--- src/common/lar_pkg.sv ---
//////////////////////////////////////////////////////////////////////////////
// Purpose: Shared constants for the lens actuator register bank
// Assumes: 40 MHz core clock, serial bus sampled by the core clock
// Notes:   Register images are indexed by register address
//////////////////////////////////////////////////////////////////////////////
package lar_pkg;

  // Serial bus slave address, 7 bits
  localparam logic [6:0] LAR_SLAVE_ADDR = 7'h0C;

  // Register indexes
  localparam logic [7:0] LAR_IDX_SOFT_RESET = 8'h01;
  localparam logic [7:0] LAR_IDX_MODE = 8'h02;
  localparam logic [7:0] LAR_IDX_PERIOD = 8'h03;
  localparam logic [7:0] LAR_IDX_CODE_HIGH = 8'h04;
  localparam logic [7:0] LAR_IDX_CODE_LOW = 8'h05;
  localparam logic [7:0] LAR_IDX_BAND_HIGH = 8'h06;
  localparam logic [7:0] LAR_IDX_BAND_LOW = 8'h07;
  localparam int LAR_NUM_REGS = 8;

  // Field positions
  localparam int LAR_SOFTWARE_RESET_BIT_POS = 0;
  localparam int LAR_FAST_SEL_POS = 5;
  localparam int LAR_STEP_RATIO_LSB = 2;
  localparam int LAR_RING_MODE_LSB = 0;
  localparam int LAR_RING_EN_POS = 2;
  localparam int LAR_UPPER_LSB = 0;

  // Ringing mode codes
  localparam logic [1:0] LAR_MODE_RES_ONE = 2'h0;
  localparam logic [1:0] LAR_MODE_RES_HALF = 2'h1;
  localparam logic [1:0] LAR_MODE_RES_TWO = 2'h2;
  localparam logic [1:0] LAR_MODE_SLOPE = 2'h3;

  // Move-time offsets chosen by the fast resonance select bit
  localparam logic [8:0] LAR_OFFSET_SLOW = 9'h080;
  localparam logic [8:0] LAR_OFFSET_FAST = 9'h001;

  // Reset values and writable masks, index 7 down to index 0
  localparam logic [LAR_NUM_REGS-1:0][7:0] LAR_RESET_VALUES =
    {8'h10, 8'h00, 8'h00, 8'h00, 8'h80, 8'h00, 8'h00, 8'h00};
  localparam logic [LAR_NUM_REGS-1:0][7:0] LAR_WRITE_MASKS =
    {8'hFF, 8'h03, 8'hFF, 8'h07, 8'hFF, 8'h3F, 8'h01, 8'h00};

  // Move-time tick of 51.2 us in core clock cycles
  localparam int LAR_CLK_PERIOD_NS = 25;
  localparam int LAR_TICK_NS = 51200;
  localparam int LAR_TICK_CYCLES = (LAR_TICK_NS + LAR_CLK_PERIOD_NS - 1) / LAR_CLK_PERIOD_NS;

  // Serial bus slave states
  typedef enum logic [2:0] {
    LAR_ST_IDLE,
    LAR_ST_ADDR,
    LAR_ST_RX,
    LAR_ST_ACK,
    LAR_ST_TX,
    LAR_ST_TX_ACK,
    LAR_ST_TX_NEXT
  } lar_i2c_state_type;

endpackage

--- src/design/lar_register_bank.sv ---
//////////////////////////////////////////////////////////////////////////////
// Purpose: Serial-bus reachable control registers of a 10-bit lens actuator
// Assumes: scl_i and sda_i are asynchronous pins, resynchronised here
// Notes:   SDA is open drain; sda_o is always low, sda_oe_o pulls the line
//////////////////////////////////////////////////////////////////////////////

// Functional notes
// - Master ack advances index, next register sent
// - Read without index starts at current index
// - Write increments index after each data byte
// - Eight-bit registers, unused bits read zero
// - Fields right justified, zeros on top
// - Bit 0 at 0x01 resets all registers
// - Range bit picks move offset 0x80 or 0x01
// - Three-bit step ratio at bits 4 to 2
// - Two-bit ringing mode at bits 1 to 0
// - Ring enable bit selects direct or ringing
// - Target code split over 0x04 and 0x05
// - Output moves only on low byte write or soft reset
// - Dead band split over 0x06, 0x07, default 0x10
// - Current index is last address plus one
// - Answer only slave address 0001 100
module lar_register_bank
#(
  parameter int unsigned TICK_CYCLES = lar_pkg::LAR_TICK_CYCLES
)
(
  input wire logic clk_sys_i,
  input wire logic reset_n_i,
  input wire logic scl_i,
  input wire logic sda_i,
  output logic sda_o,
  output logic sda_oe_o,
  output logic [9:0] current_sink_output_o,
  output logic target_update_o,
  output logic ring_enable_o,
  output logic [1:0] ring_mode_o,
  output logic [2:0] step_ratio_o,
  output logic fast_resonance_offset_select_o,
  output logic [7:0] actuation_period_value_o,
  output logic [9:0] dead_band_o,
  output logic move_busy_o,
  output logic move_done_o
);
  import lar_pkg::*;

  //////////////////////////////////////////////////////////////////////////////
  // State

  typedef struct packed {
    logic scl_meta;
    logic scl_sync;
    logic scl_prev;
    logic sda_meta;
    logic sda_sync;
    logic sda_prev;
    lar_i2c_state_type state;
    logic [3:0] bit_cnt;
    logic [7:0] shreg;
    logic read_mode;
    logic want_index;
    logic [7:0] index;
    logic sda_drive;
    logic update;
    logic [9:0] applied_code;
    logic [LAR_NUM_REGS-1:0][7:0] regs;
  } lar_core_state_type;

  lar_core_state_type st;
  lar_core_state_type next_st;

  logic scl_rise;
  logic scl_fall;
  logic start_seen;
  logic stop_seen;
  logic [7:0] rx_byte;
  logic [7:0] tx_byte;

  //////////////////////////////////////////////////////////////////////////////
  // Helpers

  // True for an index that holds a register
  function automatic logic lar_index_valid(input logic [7:0] idx);
    lar_index_valid = (idx >= LAR_IDX_SOFT_RESET) && (idx <= LAR_IDX_BAND_LOW);
  endfunction

  // Read image of one register, zero elsewhere
  function automatic logic [7:0] lar_read_reg(input logic [LAR_NUM_REGS-1:0][7:0] regs,
                                              input logic [7:0] idx);
    if (lar_index_valid(idx))
    begin
      lar_read_reg = regs[idx[2:0]] & LAR_WRITE_MASKS[idx[2:0]];
    end
    else
    begin
      lar_read_reg = 8'h00;
    end
  endfunction

  //////////////////////////////////////////////////////////////////////////////
  // Bus conditions from synchronised pins

  // Edges and start/stop from second and third flops only
  assign scl_rise = st.scl_sync && !st.scl_prev;
  assign scl_fall = !st.scl_sync && st.scl_prev;
  assign start_seen = st.scl_sync && st.scl_prev && st.sda_prev && !st.sda_sync;
  assign stop_seen = st.scl_sync && st.scl_prev && !st.sda_prev && st.sda_sync;
  assign rx_byte = {st.shreg[6:0], st.sda_sync};

  // Read image at the current index, for the transmitter
  assign tx_byte = lar_read_reg(st.regs, st.index);

  //////////////////////////////////////////////////////////////////////////////
  // Next state

  always_comb
  begin
    next_st = st;
    next_st.update = 1'b0;

    // Two flops on each pin before any logic
    next_st.scl_meta = scl_i;
    next_st.scl_sync = st.scl_meta;
    next_st.scl_prev = st.scl_sync;
    next_st.sda_meta = sda_i;
    next_st.sda_sync = st.sda_meta;
    next_st.sda_prev = st.sda_sync;

    if (start_seen)
    begin
      // Start or repeated start: index is kept
      next_st.state = LAR_ST_ADDR;
      next_st.bit_cnt = 4'h0;
      next_st.sda_drive = 1'b0;
    end
    else if (stop_seen)
    begin
      next_st.state = LAR_ST_IDLE;
      next_st.sda_drive = 1'b0;
    end
    else
    begin
      case (st.state)
        LAR_ST_IDLE:
        begin
          next_st.sda_drive = 1'b0;
        end

        LAR_ST_ADDR:
        begin
          if (scl_rise)
          begin
            next_st.shreg = rx_byte;
            next_st.bit_cnt = st.bit_cnt + 4'h1;
            if (st.bit_cnt == 4'h7)
            begin
              if (rx_byte[7:1] == LAR_SLAVE_ADDR)
              begin
                next_st.read_mode = rx_byte[0];
                next_st.want_index = !rx_byte[0];
              end
              else
              begin
                next_st.state = LAR_ST_IDLE;
              end
            end
          end
          else if (scl_fall && (st.bit_cnt == 4'h8))
          begin
            next_st.state = LAR_ST_ACK;
            next_st.sda_drive = 1'b1;
          end
        end

        LAR_ST_RX:
        begin
          if (scl_rise)
          begin
            next_st.shreg = rx_byte;
            next_st.bit_cnt = st.bit_cnt + 4'h1;
            if (st.bit_cnt == 4'h7)
            begin
              if (st.want_index)
              begin
                next_st.index = rx_byte;
                next_st.want_index = 1'b0;
              end
              else
              begin
                next_st.index = st.index + 8'h01;
                if ((st.index == LAR_IDX_SOFT_RESET) && rx_byte[LAR_SOFTWARE_RESET_BIT_POS])
                begin
                  next_st.regs = LAR_RESET_VALUES;
                  next_st.applied_code = 10'h000;
                end
                else if (lar_index_valid(st.index))
                begin
                  next_st.regs[st.index[2:0]] = rx_byte & LAR_WRITE_MASKS[st.index[2:0]];
                  if (st.index == LAR_IDX_CODE_LOW)
                  begin
                    // Only the low byte launches a move
                    next_st.applied_code = {st.regs[LAR_IDX_CODE_HIGH[2:0]][1:0], rx_byte};
                    next_st.update = 1'b1;
                  end
                end
              end
            end
          end
          else if (scl_fall && (st.bit_cnt == 4'h8))
          begin
            next_st.state = LAR_ST_ACK;
            next_st.sda_drive = 1'b1;
          end
        end

        LAR_ST_ACK:
        begin
          if (scl_fall)
          begin
            next_st.bit_cnt = 4'h0;
            if (st.read_mode)
            begin
              // Reads start from the current index
              next_st.state = LAR_ST_TX;
              next_st.shreg = tx_byte;
              next_st.sda_drive = !tx_byte[7];
            end
            else
            begin
              next_st.state = LAR_ST_RX;
              next_st.sda_drive = 1'b0;
            end
          end
        end

        LAR_ST_TX:
        begin
          if (scl_fall)
          begin
            if (st.bit_cnt == 4'h7)
            begin
              next_st.sda_drive = 1'b0;
              next_st.state = LAR_ST_TX_ACK;
            end
            else
            begin
              next_st.shreg = {st.shreg[6:0], 1'b0};
              next_st.sda_drive = !st.shreg[6];
              next_st.bit_cnt = st.bit_cnt + 4'h1;
            end
          end
        end

        LAR_ST_TX_ACK:
        begin
          if (scl_rise)
          begin
            next_st.index = st.index + 8'h01;
            if (st.sda_sync)
            begin
              // Not acknowledged: wait for stop
              next_st.state = LAR_ST_IDLE;
            end
            else
            begin
              next_st.state = LAR_ST_TX_NEXT;
            end
          end
        end

        LAR_ST_TX_NEXT:
        begin
          if (scl_fall)
          begin
            next_st.state = LAR_ST_TX;
            next_st.bit_cnt = 4'h0;
            next_st.shreg = tx_byte;
            next_st.sda_drive = !tx_byte[7];
          end
        end

        default:
        begin
          next_st.state = LAR_ST_IDLE;
          next_st.sda_drive = 1'b0;
        end
      endcase
    end
  end

  //////////////////////////////////////////////////////////////////////////////
  // State register

  always_ff @(posedge clk_sys_i or negedge reset_n_i)
  begin
    if (!reset_n_i)
    begin
      st <= '0;
      st.scl_meta <= 1'b1;
      st.scl_sync <= 1'b1;
      st.scl_prev <= 1'b1;
      st.sda_meta <= 1'b1;
      st.sda_sync <= 1'b1;
      st.sda_prev <= 1'b1;
      st.state <= LAR_ST_IDLE;
      st.regs <= LAR_RESET_VALUES;
    end
    else
    begin
      st <= next_st;
    end
  end

  //////////////////////////////////////////////////////////////////////////////
  // Move timing

  lar_move_timer
  #(
    .TICK_CYCLES(TICK_CYCLES)
  )
  u_move_timer
  (
    .clk_sys_i(clk_sys_i),
    .reset_n_i(reset_n_i),
    .start_i(st.update),
    .ring_enable_i(st.regs[LAR_IDX_CODE_HIGH[2:0]][LAR_RING_EN_POS]),
    .period_i(st.regs[LAR_IDX_PERIOD[2:0]]),
    .fast_select_i(st.regs[LAR_IDX_MODE[2:0]][LAR_FAST_SEL_POS]),
    .busy_o(move_busy_o),
    .done_o(move_done_o)
  );

  //////////////////////////////////////////////////////////////////////////////
  // Outputs to the serial bus and the current sink logic

  // Open-drain data pin
  assign sda_o = 1'b0;
  assign sda_oe_o = st.sda_drive;

  // Register fields
  assign current_sink_output_o = st.applied_code;
  assign target_update_o = st.update;
  assign ring_enable_o = st.regs[LAR_IDX_CODE_HIGH[2:0]][LAR_RING_EN_POS];
  assign ring_mode_o = st.regs[LAR_IDX_MODE[2:0]][LAR_RING_MODE_LSB +: 2];
  assign step_ratio_o = st.regs[LAR_IDX_MODE[2:0]][LAR_STEP_RATIO_LSB +: 3];
  assign fast_resonance_offset_select_o = st.regs[LAR_IDX_MODE[2:0]][LAR_FAST_SEL_POS];
  assign actuation_period_value_o = st.regs[LAR_IDX_PERIOD[2:0]];
  assign dead_band_o = {st.regs[LAR_IDX_BAND_HIGH[2:0]][LAR_UPPER_LSB +: 2], st.regs[LAR_IDX_BAND_LOW[2:0]]};

endmodule

--- src/design/lar_move_timer.sv ---
//////////////////////////////////////////////////////////////////////////////
// Purpose: Counts the actuation time of one move in 51.2 us ticks
// Assumes: start_i is a one-cycle pulse from the register bank
// Notes:   Direct load finishes in the cycle after the start pulse
//////////////////////////////////////////////////////////////////////////////
module lar_move_timer
#(
  parameter int unsigned TICK_CYCLES = lar_pkg::LAR_TICK_CYCLES
)
(
  input wire logic clk_sys_i,
  input wire logic reset_n_i,
  input wire logic start_i,
  input wire logic ring_enable_i,
  input wire logic [7:0] period_i,
  input wire logic fast_select_i,
  output logic busy_o,
  output logic done_o
);
  import lar_pkg::*;

  localparam int TW = $clog2(TICK_CYCLES + 1);
  localparam logic [TW-1:0] TICK_LAST = TW'(TICK_CYCLES - 1);

  typedef struct packed {
    logic busy;
    logic done;
    logic [TW-1:0] tick_cnt;
    logic [8:0] ticks_left;
  } lar_timer_state_type;

  lar_timer_state_type st;
  lar_timer_state_type next_st;

  // Tick prescaler and move countdown
  always_comb
  begin
    next_st = st;
    next_st.done = 1'b0;
    if (start_i)
    begin
      next_st.tick_cnt = '0;
      if (ring_enable_i)
      begin
        next_st.busy = 1'b1;
        next_st.ticks_left = {1'b0, period_i} + (fast_select_i ? LAR_OFFSET_FAST : LAR_OFFSET_SLOW);
      end
      else
      begin
        next_st.busy = 1'b0;
        next_st.done = 1'b1;
      end
    end
    else if (st.busy)
    begin
      if (st.tick_cnt == TICK_LAST)
      begin
        next_st.tick_cnt = '0;
        if (st.ticks_left == 9'h001)
        begin
          next_st.busy = 1'b0;
          next_st.done = 1'b1;
        end
        else
        begin
          next_st.ticks_left = st.ticks_left - 9'h001;
        end
      end
      else
      begin
        next_st.tick_cnt = st.tick_cnt + TW'(1);
      end
    end
  end

  // State register
  always_ff @(posedge clk_sys_i or negedge reset_n_i)
  begin
    if (!reset_n_i)
    begin
      st <= '0;
    end
    else
    begin
      st <= next_st;
    end
  end

  assign busy_o = st.busy;
  assign done_o = st.done;

endmodule

--- config.mk ---
export PLATFORM = sky130hd
export DESIGN_NAME = lar_register_bank
export DESIGN_NICKNAME = d
export VERILOG_FILES = /design/src/common/lar_pkg.sv /design/src/design/lar_register_bank.sv /design/src/design/lar_move_timer.sv
export SDC_FILE = /design/constraint.sdc
export NUM_CORES = 1
export LEC_CHECK = 0
export BUFFER_PORTS_ARGS = -buffer_cell sky130_fd_sc_hd__buf_4
export CAP_MARGIN = 20
export CORE_ASPECT_RATIO = 0.6
export CORE_MARGIN = 2
export CORE_UTILIZATION = 45
export DETAILED_ROUTE_END_ITERATION = 7
export PLACE_DENSITY = 0.63
export SLEW_MARGIN = 20
export SYNTH_ARGS = -nofsm -noshare
export SYNTH_HDL_FRONTEND = slang
export SYNTH_SLANG_ARGS = --single-unit
--- constraint.sdc ---
create_clock -name clk_sys_i -period 6 [get_ports clk_sys_i]
set_clock_uncertainty 0.2 [all_clocks]
set_input_delay 0.6 -clock clk_sys_i [delete_from_list [all_inputs] [get_ports clk_sys_i]]
set_output_delay 0.6 -clock clk_sys_i [all_outputs]
set_load 0.02 [all_outputs]
==> Word level (Yosys, flattened, before mapping) <==
Memories as Yosys holds them, arrays and structs flattened.
Cells that the tools add are included.
{ "word_totals": {"output_inout_bits": 40, "latchBits": 0, "reg_bits": 130, "mem_count": 1, "ram_bits": 0, "romBits": 64, "inputBits": 4, "elab_cells": 192} }
{ "mem_list": {"columns": ["name", "depth", "width", "read_ports", "rd_clocked_by_memory_dff", "wr", "line", "text"], "rows": [
  ["(name not given)", 8, 8, 1, 0, 0, "lar_register_bank.sv:198", "next_st.regs[st.index[2:0]] = rx_byte & LAR_WRITE_MASKS[st.index[2:0]];"]
]} }
{ "classes": {"n_reduce_logical": 37, "n_lt_le_gt_ge": 4, "n_div": 0, "n_eq_ne": 45, "n_shift": 0, "n_mux": 68, "bitwise_logic": 5, "mul": 0, "n_addsub": 5} }
{ "ops": {"columns": ["op", "count"], "rows": [
  ["$mux 75", 7],
  ["$mux 74", 1],
  ["$bwmux 64", 1],
  ["$mux 8", 8],
  ["$pmux 12 s5", 1],
  ["$mux 23", 2],
  ["$mux 15", 3],
  ["$mux 9", 5],
  ["$mux 12", 3],
  ["$mux 3", 10],
  ["$ne 2x2->1 const B", 14],
  ["$bmux 8 s3", 1],
  ["$demux 8 s3", 1],
  ["$ne 3x3->1 const B", 8],
  ["$ne 4x4->1 const B", 6],
  ["$reduce_and 8->1", 3],
  ["$mux 22", 1],
  ["$pmux 3 s7", 1],
  ["$reduce_and 6->1", 3],
  ["$and 8x8->8", 2],
  ["$pmux 8 s2", 1],
  ["$mux 14", 1],
  ["$mux 1", 13],
  ["$add 12x1->12 const B", 1],
  ["38 further kinds", 67]
]} }

==> Longest topological paths before layout <==
{ "logic_depth": {"word_depth": 13, "mapped_depth": 10, "depth_no_buf": 7} }

==> Modules after synthesis <==
From an unflattened synthesis, not the netlist that was laid out.
{ "hier_totals": {"hier_cells": 779, "area_unflattened_um2": 7324.5} }
{ "modules_own_cells": {"columns": ["mod", "seq_area_each_um2", "cells_each", "instances", "area_per_inst_um2"], "rows": [
  ["lar_register_bank", 2562.5, 605, 1, 5753.0],
  ["lar_move_timer", 575.6, 174, 1, 1571.5]
]} }

==> Worst setup path after synthesis <==
Ideal clock, no wire load.
{ "synth_timing": {"path_kind": "register to register", "from": "reg st[77] (netlist bit)", "to": "reg st[15] (netlist bit)", "n_path_buf": 1, "t_arrival_ps": 2143, "required_ps": 5679, "slack_ps": 3536, "setup_ps": 121, "path_stages_with_launch": 9, "synth_period_minus_slack_ps": 2464, "cell_sequence": "dfrtp_1 > buf_2 > inv_1 > ha_1 > nand2b_1 > a22oi_1 > and3b_1 > and3_1 > a22o_1"} }
{ "synth_via": {"elab_chain_cells": 7} }
{ "synth_rtl": {"columns": ["item", "line", "text"], "rows": [
  ["start: declaration", "lar_register_bank.sv:69", "lar_core_state_type st;"],
  ["start signal: assignment", "lar_register_bank.sv:310", "st <= next_st;"],
  ["$lt 3x4->1 (not written as such) or $ge 3x1->1 (tied branches)", "lar_register_bank.sv:198", null],
  ["$logic_and 1x1->1 (not written as such)", "lar_register_bank.sv:198", null],
  ["$mux 8 (not written as such)", "lar_register_bank.sv:198", null],
  ["$demux 8 s3", "lar_register_bank.sv:198", null],
  ["$bwmux 64", "lar_register_bank.sv:198", null],
  ["$mux 75", "lar_register_bank.sv:196", "else if (lar_index_valid(st.index))"],
  ["$mux 74", "lar_register_bank.sv:191", "if ((st.index == LAR_IDX_SOFT_RESET) && rx_byte[LAR_SOFTWARE_RESET_BIT_POS])"]
]} }
Several ways; a longest one is shown, not always the timed one. The select of a mux whose other input is x is not followed.
A chain may end at the register's enable or synchronous reset.

==> Final worst setup path <==
{ "layout_timing": {"from": "reg st[76] (netlist bit)", "to": "reg st, in the netlist actuation_period_value_o[3]"} }
Same word-level chain as after synthesis.

==> metrics.cfg <==
[sta]
slew_headroom=0.3322
finalSetupTns_ns=0
maxClockFrequency_mhz=277.4
fin_ws_ns=2.395
drv_slew=0
finalCritPeriodShare=0.6008
rsz0062_at_grt=false
timing.hold.ws_ns=0.08721
worst_slew_pin_slew_ns=1.002
setup-violations-final=0
final.min_clock_period_ns=3.605
hold_violations=0

[yosys]
yosysSeqAreaShare=0.4378
synth_xor_area_frac=0.01466
async_reset_ff_frac=1.000
post_synth.cell_area_avg_um2=9.982
ys_types=87
synth_mux_area_frac=0.04749
synth_area_um2=7167
synth_compound_area_frac=0.2245
synth-simple-area-share=0.1734
syn_inst=718
synth-edff-count=0
synth_flop_cell=dfrtp_1
synthAdderAreaFrac=0.02095
ys_ff_latch=125
synth_fp_nets=734
synth_top_family_by_area=compound AO/OA/AOI/OAI gates
yosys_warnings=0

[power]
swShare=0.2969
power.share.clock=0.470
p_switching_mw=0.6695
power_frac_seq=0.443
max-vdd-ir-drop_v=0.0001745
leakage_nw=3.333
power.internal_mw=1.586
comb_power_share=0.087
power.density_nw_per_um2=285.5
finalPower_mw=2.255

[layout]
drive_gt1_frac=0.1650
fill_cells=1390
diodes=0
nNetsFinal=724
area_delta_synth_final_pct=10.21

[worst_setup_path]
cp.required_ns=6.10
end_kind=flip-flop
path_max_fanout=44
cp.arrival_ns=3.71
criticalPathCategory=reg2reg
start_kind=flip-flop

[clock_tree]
cts_max_level=4
post_cts_buffers=0
cts_resized=0
clk_pin_slew_worst_paths_ns=0.06
holdBufCountCts=0
cts.sinks=125
clockRootBuffer=clkbuf_16
clk_path_buf_depth=2
numCtsBuffers=17
cts_tree=built
clock_latency_ns=0.42

[global_route]
grt_antenna_before_repair=0
grt_pass1_vias=5480
globalRoute.totalOverflow=0
grt_use_total=0.2397
grt_max_degree=68
grt_pass1_wl_mm=31.24

[floorplan]
std_cell_rows=35
core_area_um2=15460
die-height_um=101.8
die_x_um=166.9
start_util=0.4636
ios=44
dieArea_um2=16990

[detailed_routing]
drt_wl_total_mm=19.82
drt_pass1_iterations=5
ant_nets=0
wl_per_cell_um=21.44
drt_iter0_markers=798
num_vias=5787
post-route-drc-count=0
vias_per_cell=6.263

[placement]
place_congestion=0.9228
port_buffers=42
hpwlAfterDp_mm=14.07
place_ws_ns=2.483

[job]
cap_violations=0

[worst_hold_path]
hold_class=in2async

[outcome]
status=completed

[power groups by stage]
stage | registers (mW) | logic, mW | clock network [mW]
detailed placement | 1.01 | 0.193 | 0
global route | 1.00 | 0.216 | 1.11
CTS | 0.992 | 0.193 | 1.07
floorplan | 0.911 | 0.193 | 0
finish | 0.999 | 0.196 | 1.06
global placement | 1.01 | 0.188 | 0
[critical path: stages (launching register included)]
cell and delay [ns]:
dfrtp_2 1.01, clkinv_1 0.52, ha_1 0.36, nand2b_1 0.25
o2111a_1 0.21, buf_4 0.32, o21ai_1 0.28, a32o_1 0.30
[final timing paths]
check | from | to | slack [ns] | depth (start not counted)
hold / removal | reset_n_i | st[80] | 0.09 | 1
hold reg to reg | next_st[105] | next_st[104] | 0.15 | 0
setup reg to reg | st[76] | actuation_period_value_o[3] | 2.40 | 7
min in group clk_sys_i | sda_i | next_st[102] | 0.09 | 1
max in group asynchronous | reset_n_i | st[82] | 4.24 | 2
setup / recovery | st[76] | actuation_period_value_o[3] | 2.40 | 7
[flip-flops by register name (all words and copies together) (netlist names)]
| name | cells |
|---|---|
| ring_enable_o | 1 |
| dead_band_o | 10 |
| sda_oe_o | 1 |
| ring_mode_o | 2 |
| target_update_o | 1 |
| fast_resonance_offset_select_o | 1 |
| u_move_timer.busy_o | 1 |
| u_move_timer.done_o | 1 |
| actuation_period_value_o | 8 |
| rx_byte | 7 |
| st | 54 |
| u_move_timer.st | 21 |
| next_st | 4 |
| step_ratio_o | 3 |
| current_sink_output_o | 10 |
[layer usage]
layer  vias up  GRT usage  part of all wire  routed length (um)
li1       2633          -                 -                   -
met1      2857     0.3694              0.50                9872
met2       274     0.3181              0.39                7700
met3        23    0.07542              0.10                1984
met4         0    0.06764             0.013                 258
met5         -          0                 0                   0
[area by class of cell]
type / count / area (um2) / share of cell area
flip-flops and latches: 125 / 3139 / 0.3974
clock inverters: 15 / 175.2 / 0.02218
clock buffers: 17 / 425.4 / 0.05386
repair buffers: 47 / 352.8 / 0.04467
well taps: 203 / 254.0 / 0.03216
inverters: 25 / 93.84 / 0.01188
multi-input cells: 492 / 3458 / 0.4378
[cell usage in the layout (no fill, tap or decap), types with 3 or more instances in the layout]
cell       instances
mux2_2             6
nor3_1             9
ha_1              12
nor4_1             5
nor2_1            42
clkbuf_16         17
a2bb2oi_1          4
inv_8              3
xnor2_1            5
o31ai_1            5
nand2_1           38
nand2b_1          12
and3_1            10
inv_1             24
a211oi_1           6
nand3_1           24
a22oi_1           11
nor2_2             3
a21oi_1           29
or2_2              3
dfrtp_1          116
dfstp_2            8
a22o_1            36
nor2b_1           10
mux2i_1           19
nand4_1           10
nand3b_1           6
buf_4             47
o22ai_1            4
mux4_2             3
a31oi_1           12
and2_1            21
inv_6              6
a32o_1            23
xor2_1             7
a32oi_1            4
o211ai_1           4
o21ai_0           44
o21ai_1            7
and3b_1            3
[synthesized netlist by cell type (3+ instances only)]
cell | number | share of area
o31ai_1 | 5 | 0.0052
buf_6 | 3 | 0.0047
and3_1 | 10 | 0.0087
mux2i_1 | 19 | 0.027
a211oi_1 | 6 | 0.0063
a32o_1 | 23 | 0.032
buf_4 | 36 | 0.038
a2bb2oi_1 | 4 | 0.0049
dfstp_2 | 8 | 0.029
inv_1 | 24 | 0.013
dfrtp_1 | 117 | 0.41
a21oi_1 | 29 | 0.020
nand3b_1 | 6 | 0.0063
o22ai_1 | 4 | 0.0035
o21ai_0 | 44 | 0.031
nor2b_1 | 10 | 0.0087
nand4_1 | 10 | 0.0087
mux2_2 | 6 | 0.0094
a22o_1 | 36 | 0.044
xnor2_1 | 5 | 0.0061
a22oi_1 | 11 | 0.012
nor2_1 | 42 | 0.022
and3b_1 | 3 | 0.0037
o21ai_1 | 7 | 0.0049
and2_1 | 21 | 0.018
a31oi_1 | 12 | 0.010
nand2b_1 | 12 | 0.010
buf_2 | 19 | 0.013
nor2_2 | 3 | 0.0026
ha_1 | 12 | 0.021
clkbuf_1 | 15 | 0.0079
o211ai_1 | 4 | 0.0042
nor4_1 | 5 | 0.0044
mux4_2 | 3 | 0.0094
a32oi_1 | 4 | 0.0049
nand3_1 | 24 | 0.017
or2_2 | 3 | 0.0026
xor2_1 | 7 | 0.0086
nor3_1 | 9 | 0.0063
nand2_1 | 38 | 0.020
[kinds of logic (layout without fill, tap and decap cells)]
logic type                 Yosys count  after routing
other                                1              1
xor gates and xnor gates            12             12
buffers and inverters              101            104
and+or+nand+nor                    220            220
adders and majority gates           12             12
DFF                                125            125
muxes                               29             29
AOI/OAI and AO/OA                  218            218
[metrics by stage]
stage / cells / area, um2 / utilization
after CTS: 924 / 7891 / 0.5105
after global routing: 924 / 7899 / 0.5110
after floorplan: 718 / 7167 / -
after global placement: 892 / 7291 / 0.4716
after detailed placement: 892 / 7291 / 0.4716
final: 924 / 7899 / 0.5110
Power figures use the tool's default switching activity.
